[config.mk]
export PLATFORM = sky130hd
export DESIGN_NAME = alu_status_and_option_flags
export DESIGN_NICKNAME = d
export VERILOG_FILES = /design/src/common/flags_pkg.sv /design/src/core/alu_unit.sv /design/src/core/option_ctrl.sv /design/src/core/alu_status_and_option_flags.sv
export SDC_FILE = /design/constraint.sdc
export NUM_CORES = 1
export LEC_CHECK = 0
export ABC_AREA = 1
export BUFFER_PORTS_ARGS = -buffer_cell sky130_fd_sc_hd__buf_2
export CAP_MARGIN = 20
export CORE_ASPECT_RATIO = 1.1
export CORE_MARGIN = 5
export CORE_UTILIZATION = 55
export CTS_BUF_LIST = sky130_fd_sc_hd__clkbuf_4 sky130_fd_sc_hd__clkbuf_8 sky130_fd_sc_hd__clkbuf_16
export DETAILED_ROUTE_END_ITERATION = 6
export GPL_TIMING_DRIVEN = 0
export PLACE_DENSITY_LB_ADDON = 0.08
export SLEW_MARGIN = 15
export SYNTH_ARGS = -nofsm -noshare
export SYNTH_HDL_FRONTEND = slang
export SYNTH_SLANG_ARGS = --single-unit
[constraint.sdc]
create_clock -name clock -period 3.35 [get_ports clock]
set_input_delay 0.335 -clock clock [delete_from_list [all_inputs] [get_ports clock]]
set_output_delay 0.335 -clock clock [all_outputs]
set_load 0.005 [all_outputs]
[src/common/flags_pkg.sv]
/*
  Shared constants for the flag register, option register and ALU.
  Assumes nothing beyond a SystemVerilog compiler.
*/
package flags_pkg;
  // ==========================================================
  // register map
  localparam logic [6:0] FLAGS_OFFSET = 7'h03;
  localparam logic [6:0] OPTION_OFFSET = 7'h01;
  // ==========================================================
  // flag register field positions
  localparam int BIT_CARRY = 0;
  localparam int BIT_DIGIT = 1;
  localparam int BIT_ZERO = 2;
  localparam int BIT_PDOWN = 3;
  localparam int BIT_TOUT = 4;
  localparam int BIT_BANK_LOW = 5;
  localparam int BIT_BANK_HIGH = 6;
  localparam int BIT_IND_BANK = 7;
  // ==========================================================
  // option register field positions
  localparam int OPT_PULLUP_DIS = 7;
  localparam int OPT_INT_EDGE = 6;
  localparam int OPT_CLK_SRC = 5;
  localparam int OPT_SRC_EDGE = 4;
  localparam int OPT_PRESC_WDOG = 3;
  localparam int OPT_RATE_MSB = 2;
  // ==========================================================
  // reset values
  localparam logic [7:0] FLAGS_RESET = 8'h18;
  localparam logic [7:0] OPTION_RESET = 8'hFF;
  localparam logic [7:0] RESULT_RESET = 8'h00;
  // ==========================================================
  // ALU operations
  typedef enum logic [3:0] {
    OP_PASS = 4'h0, OP_ADD = 4'h1, OP_SUB = 4'h2, OP_AND = 4'h3,
    OP_IOR = 4'h4, OP_XOR = 4'h5, OP_COM = 4'h6, OP_INC = 4'h7,
    OP_DEC = 4'h8, OP_RLF = 4'h9, OP_RRF = 4'hA, OP_SWAP = 4'hB,
    OP_CLR = 4'hC, OP_BCLR = 4'hD, OP_BSET = 4'hE
  } alu_op_type;
endpackage : flags_pkg

[src/core/alu_unit.sv]
/*
  Combinational 8-bit ALU with zero, digit-carry and carry outcomes.
  Assumes the caller registers the result and decides which flags land.
*/
`timescale 1ns/10ps
`default_nettype none
module alu_unit (
  input wire flags_pkg::alu_op_type op,
  input wire logic [7:0] opa,
  input wire logic [7:0] opb,
  input wire logic [2:0] bit_sel,
  input wire logic carry_in,
  output logic [7:0] result,
  output logic zero_out,
  output logic digit_out,
  output logic carry_out,
  output logic affects_z,
  output logic affects_dc_c
);
  // ==========================================================
  // adder with carry taps
  function automatic logic [9:0] add_taps(input logic [7:0] a, input logic [7:0] b);
    logic [4:0] lo;
    logic [8:0] full;
    lo = {1'b0, a[3:0]} + {1'b0, b[3:0]};
    full = {1'b0, a} + {1'b0, b};
    add_taps = {lo[4], full};
  endfunction : add_taps

  logic [9:0] sum;
  logic [7:0] neg_b;
  logic [7:0] bit_mask;

  // subtraction adds the two's complement, so carry means no borrow
  assign neg_b = 8'(~opa + 8'h01);
  assign bit_mask = 8'h01 << bit_sel;

  // operation select
  always_comb begin
    sum = 10'h000;
    result = opb;
    carry_out = carry_in;
    digit_out = 1'b0;
    affects_z = 1'b1;
    affects_dc_c = 1'b0;
    unique case (op)
      flags_pkg::OP_ADD: begin
        sum = add_taps(opa, opb);
        result = sum[7:0];
        carry_out = sum[8];
        digit_out = sum[9];
        affects_dc_c = 1'b1;
      end
      flags_pkg::OP_SUB: begin
        // result = opb - opa; carry/digit are inverted borrows
        sum = add_taps(opb, neg_b);
        result = sum[7:0];
        carry_out = sum[8] | (opa == 8'h00);
        digit_out = sum[9] | (opa[3:0] == 4'h0);
        affects_dc_c = 1'b1;
      end
      flags_pkg::OP_AND: result = opa & opb;
      flags_pkg::OP_IOR: result = opa | opb;
      flags_pkg::OP_XOR: result = opa ^ opb;
      flags_pkg::OP_COM: result = ~opb;
      flags_pkg::OP_INC: result = 8'(opb + 8'h01);
      flags_pkg::OP_DEC: result = 8'(opb - 8'h01);
      flags_pkg::OP_CLR: result = 8'h00;
      flags_pkg::OP_RLF: begin
        result = {opb[6:0], carry_in};
        carry_out = opb[7];
        affects_z = 1'b0;
      end
      flags_pkg::OP_RRF: begin
        result = {carry_in, opb[7:1]};
        carry_out = opb[0];
        affects_z = 1'b0;
      end
      flags_pkg::OP_SWAP: begin
        result = {opb[3:0], opb[7:4]};
        affects_z = 1'b0;
      end
      flags_pkg::OP_BCLR: begin
        result = opb & ~bit_mask;
        affects_z = 1'b0;
      end
      flags_pkg::OP_BSET: begin
        result = opb | bit_mask;
        affects_z = 1'b0;
      end
      flags_pkg::OP_PASS: affects_z = 1'b0;
      default: affects_z = 1'b0; // unused encoding
    endcase
  end

  assign zero_out = (result == 8'h00);
endmodule : alu_unit
`default_nettype wire

[src/core/option_ctrl.sv]
/*
  Option register storage and decode of the shared prescaler.
  Assumes writes arrive as a single-cycle strobe on the core clock.
*/
`timescale 1ns/10ps
`default_nettype none
module option_ctrl (
  input wire logic clock,
  input wire logic srst,
  input wire logic wr_en,
  input wire logic [7:0] wr_data,
  output logic [7:0] option_r,
  output logic [7:0] timer_zero_ratio_log2,
  output logic [7:0] watchdog_timer_ratio_log2,
  output logic portb_pullup_en,
  output logic ext_int_rising,
  output logic timer_zero_ext_clk,
  output logic timer_zero_falling
);
  // ==========================================================
  // storage: fully readable and writable
  always_ff @(posedge clock) begin
    if (srst) begin
      option_r <= flags_pkg::OPTION_RESET;
    end else if (wr_en) begin
      option_r <= wr_data;
    end
  end

  // ==========================================================
  // one prescaler, assigned to only one user; the other runs 1:1
  always_comb begin
    if (option_r[flags_pkg::OPT_PRESC_WDOG]) begin
      timer_zero_ratio_log2 = 8'h00;
      watchdog_timer_ratio_log2 = {5'h00, option_r[flags_pkg::OPT_RATE_MSB:0]};
    end else begin
      timer_zero_ratio_log2 = 8'(option_r[flags_pkg::OPT_RATE_MSB:0] + 4'h1);
      watchdog_timer_ratio_log2 = 8'h00;
    end
  end

  // pin and timer controls
  assign portb_pullup_en = ~option_r[flags_pkg::OPT_PULLUP_DIS];
  assign ext_int_rising = option_r[flags_pkg::OPT_INT_EDGE];
  assign timer_zero_ext_clk = option_r[flags_pkg::OPT_CLK_SRC];
  assign timer_zero_falling = option_r[flags_pkg::OPT_SRC_EDGE];
endmodule : option_ctrl
`default_nettype wire

[src/core/alu_status_and_option_flags.sv]
/*
  Flag register with ALU, bank select and reset-cause bits, plus the option
  register. Assumes one instruction per clock presented by the core's
  decoder: an op, its operands, a destination offset and a write strobe.
*/
`timescale 1ns/10ps
`default_nettype none
module alu_status_and_option_flags (
  input wire logic clock,
  input wire logic srst,
  input wire flags_pkg::alu_op_type op,
  input wire logic [7:0] work_reg,
  input wire logic [7:0] file_operand,
  input wire logic [2:0] bit_sel,
  input wire logic [6:0] file_addr,
  input wire logic dest_is_file,
  input wire logic exec,
  input wire logic watchdog_clear_instr,
  input wire logic sleep_instr,
  input wire logic watchdog_timeout,
  output logic [7:0] result_r,
  output logic [7:0] flags_r,
  output logic [7:0] option_rd,
  output logic [8:0] direct_addr,
  output logic [7:0] timer_zero_ratio_log2,
  output logic [7:0] watchdog_timer_ratio_log2,
  output logic portb_pullup_en,
  output logic ext_int_rising,
  output logic timer_zero_ext_clk,
  output logic timer_zero_falling
);
  // ==========================================================
  // ALU
  logic [7:0] alu_result;
  logic zero_out;
  logic digit_out;
  logic carry_out;
  logic affects_z;
  logic affects_dc_c;
  logic [7:0] operand_b;
  logic to_flags;
  logic to_option;
  logic [7:0] flags_nxt;
  logic carry_hit;
  logic arith_hit;

  // the flag register reads back like any other file
  assign operand_b = (file_addr == flags_pkg::FLAGS_OFFSET) ? flags_r : file_operand;

  alu_unit u_alu (
    .op(op),
    .opa(work_reg),
    .opb(operand_b),
    .bit_sel(bit_sel),
    .carry_in(flags_r[flags_pkg::BIT_CARRY]),
    .result(alu_result),
    .zero_out(zero_out),
    .digit_out(digit_out),
    .carry_out(carry_out),
    .affects_z(affects_z),
    .affects_dc_c(affects_dc_c)
  );

  // rotates move carry without touching zero, so they count as carry users
  assign carry_hit = affects_dc_c | (op == flags_pkg::OP_RLF) | (op == flags_pkg::OP_RRF);
  // owning any one arithmetic flag locks all three against the write
  assign arith_hit = affects_z | carry_hit;

  // ==========================================================
  // destination decode
  assign to_flags = exec & dest_is_file & (file_addr == flags_pkg::FLAGS_OFFSET);
  assign to_option = exec & dest_is_file & (file_addr == flags_pkg::OPTION_OFFSET);

  // result latch for the datapath write-back
  always_ff @(posedge clock) begin
    if (srst) begin
      result_r <= flags_pkg::RESULT_RESET;
    end else if (exec) begin
      result_r <= alu_result;
    end
  end

  // ==========================================================
  // flag next state: write first, ALU flags override, reset bits apart
  always_comb begin
    flags_nxt = flags_r;
    if (to_flags) begin
      // bank bits always take the written value
      flags_nxt[7:5] = alu_result[7:5];
      // arithmetic bits land only from ops that own none of them
      if (!arith_hit) begin
        flags_nxt[flags_pkg::BIT_ZERO] = alu_result[flags_pkg::BIT_ZERO];
        flags_nxt[flags_pkg::BIT_DIGIT] = alu_result[flags_pkg::BIT_DIGIT];
        flags_nxt[flags_pkg::BIT_CARRY] = alu_result[flags_pkg::BIT_CARRY];
      end
    end
    // ALU outcome wins over the write, so the written bits are blocked
    if (exec && affects_z) begin
      flags_nxt[flags_pkg::BIT_ZERO] = zero_out;
    end
    if (exec && affects_dc_c) begin
      flags_nxt[flags_pkg::BIT_DIGIT] = digit_out;
    end
    if (exec && carry_hit) begin
      flags_nxt[flags_pkg::BIT_CARRY] = carry_out;
    end
    // reset-cause bits never take a write; only events move them
    flags_nxt[flags_pkg::BIT_TOUT] = flags_r[flags_pkg::BIT_TOUT];
    flags_nxt[flags_pkg::BIT_PDOWN] = flags_r[flags_pkg::BIT_PDOWN];
    if (watchdog_timeout) begin
      flags_nxt[flags_pkg::BIT_TOUT] = 1'b0;
    end else if (watchdog_clear_instr) begin
      flags_nxt[flags_pkg::BIT_TOUT] = 1'b1;
      flags_nxt[flags_pkg::BIT_PDOWN] = 1'b1;
    end else if (sleep_instr) begin
      flags_nxt[flags_pkg::BIT_TOUT] = 1'b1;
      flags_nxt[flags_pkg::BIT_PDOWN] = 1'b0;
    end
  end

  // power-up sets both reset-cause bits
  always_ff @(posedge clock) begin
    if (srst) begin
      flags_r <= flags_pkg::FLAGS_RESET;
    end else begin
      flags_r <= flags_nxt;
    end
  end

  // ==========================================================
  // bank select; upper bank bits are unused so only bank 0 or 1
  assign direct_addr = {1'b0, flags_r[flags_pkg::BIT_BANK_LOW], file_addr};

  // ==========================================================
  // option register
  option_ctrl u_option (
    .clock(clock),
    .srst(srst),
    .wr_en(to_option),
    .wr_data(alu_result),
    .option_r(option_rd),
    .timer_zero_ratio_log2(timer_zero_ratio_log2),
    .watchdog_timer_ratio_log2(watchdog_timer_ratio_log2),
    .portb_pullup_en(portb_pullup_en),
    .ext_int_rising(ext_int_rising),
    .timer_zero_ext_clk(timer_zero_ext_clk),
    .timer_zero_falling(timer_zero_falling)
  );
endmodule : alu_status_and_option_flags
`default_nettype wire

; ---- After elaboration in Yosys (flattened, before gate mapping)
; Index checks and enable logic that the tools add are counted.
[classes]
add_sub_neg = 8
eq_ne = 20
n_shift = 1
mux = 16
bitwise = 18
n_reduce_logical = 17
[ops]
columns = operator, n
row1 = one-hot mux 8 bit (14 select lines), 1
row2 = equality test 4 bit (second input constant), 7
row3 = NOT 8 bit, 3
row4 = adder 8 x 8 -> 9 bit, 2
row5 = adder 8 x 1 -> 8 bit (second input constant), 2
row6 = bitwise AND 8 bit, 2
row7 = equality test 4 x 3 -> 1 bit (second input constant), 4
row8 = logical NOT 8 bit, 2
row9 = two-way mux 8 bit, 2
row10 = OR 8 bit, 2
row11 = adder 4 x 4 -> 5 bit, 2
row12 = two-way mux 3 bit, 3
row13 = OR reduction 9 bit, 1
row14 = equality test 4 x 2 -> 1 bit (second input constant), 2
row15 = nonzero test 2 bit, 4
row16 = left shift 1 x 3 -> 8 bit (first input constant), 1
row17 = subtractor 8 x 1 -> 8 bit (second input constant), 1
row18 = XOR 8 bit, 1
row19 = equality test 7 x 1 -> 1 bit (second input constant), 1
row20 = equality test 7 x 2 -> 1 bit (second input constant), 1
row21 = two-way mux 1 bit, 6
row22 = != test 2 x 1 -> 1 bit (second input constant), 3
row23 = AND reduction 2 bit, 3
row24 = != test 5 x 3 -> 1 bit (second input constant), 1
row25 = other kinds (13), 23
[word_totals]
regBits = 24
inputBits = 37
out_inout_bits = 53
elab_cells = 88

; ---- Logic depth before layout (Yosys ltp)
[logic_depth]
ltp_word = 9
ltp_mapped = 26
depth_no_buf = 25

; ---- Cells and area by module
; Synthesis repeated with hierarchy kept, for this count alone.
[unflattened]
hier_cells = 693
hier_area_um2 = 3756.1
[by_module_without_submodules]
columns = module, n_inst, cells_each, area_each_um2, seq_area_each_um2
row1 = alu_unit, 1, 466, 2301.0, 0.0
row2 = alu_status_and_option_flags, 1, 160, 988.4, 320.3
row3 = option_ctrl, 1, 67, 466.7, 160.2

; ---- Least setup slack after synthesis
; OpenSTA, ideal clock, no wires.
[synth_path]
path_kind = input to register
from = in file_addr[2]
to = reg flags_r[2]
arrival_ns = 2.888
required_time_ns = 3.280
setup_slack_ns = 0.392
stages = 26
cell_sequence = inv_1 nand2_1 nor2_2 nand2_4 buf_8 inv_2 nand2_1 nand2_4 ha_1 inv_1 fa_1 inv_1 nand3_1 nand2_1 a21oi_1 o21bai_1 nand2_1 nand2_1 nor2_1 nor2_1 nand2_1 nand2_1 nand2_1 nor2_1 nand3_1 a21oi_1
[synth_via]
elab_chain_cells = 7
word_cells_on_any_way = 20
cone_classes = add/sub: 4 / eq/ne: 1 / mux: 5 / bitwise: 7 / reduce/logical: 3
[synth_rtl]
columns = item, line_no
row1 = from (decl), alu_status_and_option_flags.sv:15  ; input wire logic [6:0] file_addr,
row2 = equality test 7 x 2 -> 1 bit (*), "alu_status_and_option_flags.sv:48, alu_status_and_option_flags.sv:71"
row3 = two-way mux 8 bit, alu_status_and_option_flags.sv:48  ; assign operand_b = (file_addr == flags_pkg::FLAGS_OFFSET) ? flags_r : file_operand;
row4 = "subtractor 8 x 1 -> 8 bit, or another cell as far along", alu_unit.sv:67  ; flags_pkg::OP_DEC: result = 8'(opb - 8'h01);
row5 = one-hot mux 8 bit (14 select lines), alu_unit.sv:46  ; unique case (op)
row6 = two-way mux 3 bit, alu_status_and_option_flags.sv:91  ; if (!arith_hit) begin
row7 = two-way mux 3 bit, alu_status_and_option_flags.sv:87  ; if (to_flags) begin
row8 = two-way mux 1 bit, alu_status_and_option_flags.sv:98  ; if (exec && affects_z) begin
row9 = to (signal assigned), alu_status_and_option_flags.sv:124  ; flags_r <= flags_pkg::FLAGS_RESET;
row10 = to (signal assigned), alu_status_and_option_flags.sv:126  ; flags_r <= flags_nxt;
row11 = to (decl), alu_status_and_option_flags.sv:22  ; output logic [7:0] flags_r,
; Every way passes the cells marked *; elsewhere a longest branch is shown, timed or not. The select of a mux whose other input is x is not followed.
; A chain may end at the register's enable or synchronous reset.

; ---- Worst setup path in the final report
[layout_path]
from = in file_addr[6]
to = reg flags_r[2]
; Same word-level chain as after synthesis.

==> flow_metrics.tcl <==
set metrics [dict create \
    outcome "complete, no violations" \
    synth_edf_count 0 \
    start_util 0.566 \
    crit_fanout 10 \
    grtUsageTotal 0.280 \
    ys_types 44 \
    power_frac_clock 0.205 \
    clk_latency_ps 270 \
    crit_slowest_cell "fa_1" \
    area_growth_pct 18.0 \
    ios 90 \
    crit_type "in2reg" \
    antenna_found_initial 0 \
    syn_area_per_cell_um2 5.84 \
    routed_wl_mm 11.7 \
    worst_pin_slew_ps 852 \
    power_per_cell_area_mw_per_mm2 234 \
    hold_ws_ps 267 \
    drt-vias-per-instance 5.45 \
    dp_hpwl_mm 9.57 \
    nets 760 \
    swShare 0.410 \
    rows 30 \
    slowest_delay_ps 390 \
    power.switching_uw 397 \
    regArea_um2 480 \
    first_pass_iters 5 \
    drv_slew 0 \
    fin_util 0.668 \
    final.period_utilization 0.934 \
    r2r-start "flags_r[0]$_SDFFE_PP0P_" \
    final_antenna_net_count 0 \
    cts.clk_slew.worst_paths_ps 80 \
    hold_class "in2reg" \
    n_fill_cell 611 \
    drt_iter0_markers 363 \
    synth_area_mm2 0.00351 \
    num_vias 4229 \
    grt_start_max_net_pins 14 \
    fin_ws_ps 221 \
    drive_above_1_share 0.211 \
    cts_root_buffer "clkbuf_8" \
    place_ws_ps -270 \
    p_int_uw 571 \
    finalHoldViolations 0 \
    crit_start "file_addr[6]" \
    grtUsageMet1 0.342 \
    synth.yosys.warnings 0 \
    worstPathRequired_ps 3560 \
    pwr-share-comb 0.478 \
    slew_headroom 0.430 \
    max_cap_violations 0 \
    cp-start-kind "input pin" \
    cts_buffers 3 \
    leakagePower_nw 2.31 \
    busiest_layer "met2" \
    grt_first_pass_wirelength_mm 18.0 \
    rsz0062_at_grt "false" \
    setup-violations-final 0 \
    async_reset_ff_frac 0 \
    grt_use_met3 0.0219 \
    fp.dieH_um 93.8 \
    die_w_um 86.1 \
    min_period_ps 3130 \
    die-area_mm2 0.00808 \
    ys_ff_latch 24 \
    grt-ovfl-total 0 \
    cts.sinks 24 \
    min_from "watchdog_timeout" \
    synth-main-ff-cell "dfxtp_1" \
    clockBufferDepth 2 \
    arrival_ps 3340 \
    ys_seq_area_frac 0.137 \
    crit_top_cell "nand2_1" \
    clock.fmax_ghz 0.320 \
    antenna_cells 0 \
    multiInputGateArea_mm2 0.00251 \
    h-tree-depth 1 \
    ir_drop_mv 0.231 \
    syn_inst 601 \
    wl_per_cell_um 15.1 \
    fin_setup_tns_ps 0 \
    port_buffers 78 \
    cts_hold_buf 0 \
    core_mm2 0.00619 \
    place_congestion 0.970 \
    drc 0 \
    seq_power_share 0.317 \
    grt_use_met2 0.502 \
    grt_pass1_vias 3805 \
    cts_tree "built" \
    end_kind "flop" \
    skew_ps 3.57 \
    power.total_uw 968 \
]
[state kept, by name, indices dropped and copies added (netlist names)]
register and count:
flags_r 8, result_r 8, u_option.option_r 8
[critical path: cells and delay by family]
kind                     cells  cell delay [ps]
AO/OA/AOI/OAI                3              370
adder cells (fa/ha/maj)      2              570
buffers and inverters        5              480
AND/OR/NAND/NOR             15             1560
[cells in the mapped netlist, types with 7 or more instances]
cell / n / area (um^2)
nor3_1: 9 / 45.0
a21oi_1: 43 / 215
nand3_1: 48 / 240
nor2_1: 52 / 195
ha_1: 24 / 300
nand2_1: 150 / 563
nand2_2: 11 / 68.8
o211ai_1: 14 / 105
buf_4: 22 / 165
inv_1: 91 / 342
dfxtp_1: 24 / 480
clkbuf_1: 7 / 26.3
o21ai_0: 36 / 180
[timing repair]
item / 4_1_cts / 5_1_grt
resized for setup: 1 / 5
setup endpoints to repair: 1 / 5
pin swaps: 0 / 2
setup buffers: 0 / 4
cloned: 0 / 0
[layer usage]
layer / wire length [um] / vias up / share of wire
li1: - / 2135 / -
met1: 4720 / 1866 / 0.40
met2: 5640 / 195 / 0.48
met3: 932 / 33 / 0.080
met4: 393 / 0 / 0.034
met5: 0 / - / 0
[layout make-up]
type / instances / share of cell area
tap: 80 / 0.0242
timing repair buffer: 82 / 0.102
buffer: 32 / 0.0523
inverter: 94 / 0.0852
multi-input combinational: 460 / 0.607
clock buffer: 4 / 0.0133
sequential: 24 / 0.116
[final timing paths]
check | endpoint | slack (ps) | cells after the start
setup / recovery | flags_r[2]$_SDFFE_PP0P_ | 220 | 25
hold / removal | flags_r[4]$_SDFFE_PP1P_ | 270 | 2
setup reg to reg | flags_r[2]$_SDFFE_PP0P_ | 470 | 20
hold reg to reg | result_r[1]$_SDFFE_PP0P_ | 500 | 2
[placed cells by master (no fill, tap or decap), drive strengths merged, types with 2 or more instances in the layout]
| master | synthesis | layout |
|---|---|---|
| xor2 | 5 | 5 |
| a21boi | 3 | 3 |
| nand3b | 5 | 5 |
| o211ai | 14 | 14 |
| conb | 1 | 10 |
| clkbuf | 7 | 11 |
| nand2 | 164 | 164 |
| buf | 25 | 107 |
| fa | 2 | 2 |
| ha | 24 | 24 |
| nand3 | 51 | 51 |
| a21oi | 43 | 43 |
| a211oi | 2 | 2 |
| nor2 | 54 | 54 |
| inv | 94 | 94 |
| o21bai | 2 | 2 |
| nand4 | 6 | 6 |
| xnor2 | 3 | 3 |
| o21ai | 45 | 45 |
| dfxtp | 24 | 24 |
| o22ai | 4 | 4 |
| nor3 | 11 | 11 |
| a22oi | 2 | 2 |
[through the flow]
step,cells,instance area [um^2]
floorplan,610,3540
global placement,768,4030
detailed placement,768,4030
CTS,772,4090
global route,776,4140
finish,776,4140
[power by group through the flow]
stage	sequential [mW]	combinational (mW)	clock, mW
after floorplan	0.313	0.307	0
after global placement	0.313	0.436	0
after detailed placement	0.313	0.446	0
after CTS	0.307	0.449	0.199
after global routing	0.308	0.514	0.207
final	0.307	0.463	0.198
[kinds of logic (layout without fill, tap and decap cells)]
kind of cell / count (synthesis) / after routing / share of synthesized area
AND/OR/NAND/NOR: 294 / 294 / 0.375
buffers and inverters: 126 / 212 / 0.162
AO/OA/AOI/OAI: 122 / 122 / 0.207
adder cells (fa/ha/maj): 26 / 26 / 0.0970
flip-flops: 24 / 24 / 0.137
XOR/XNOR: 8 / 8 / 0.0200
other: 1 / 10 / 0.00107
No activity file was read; power rests on OpenSTA's default activity.
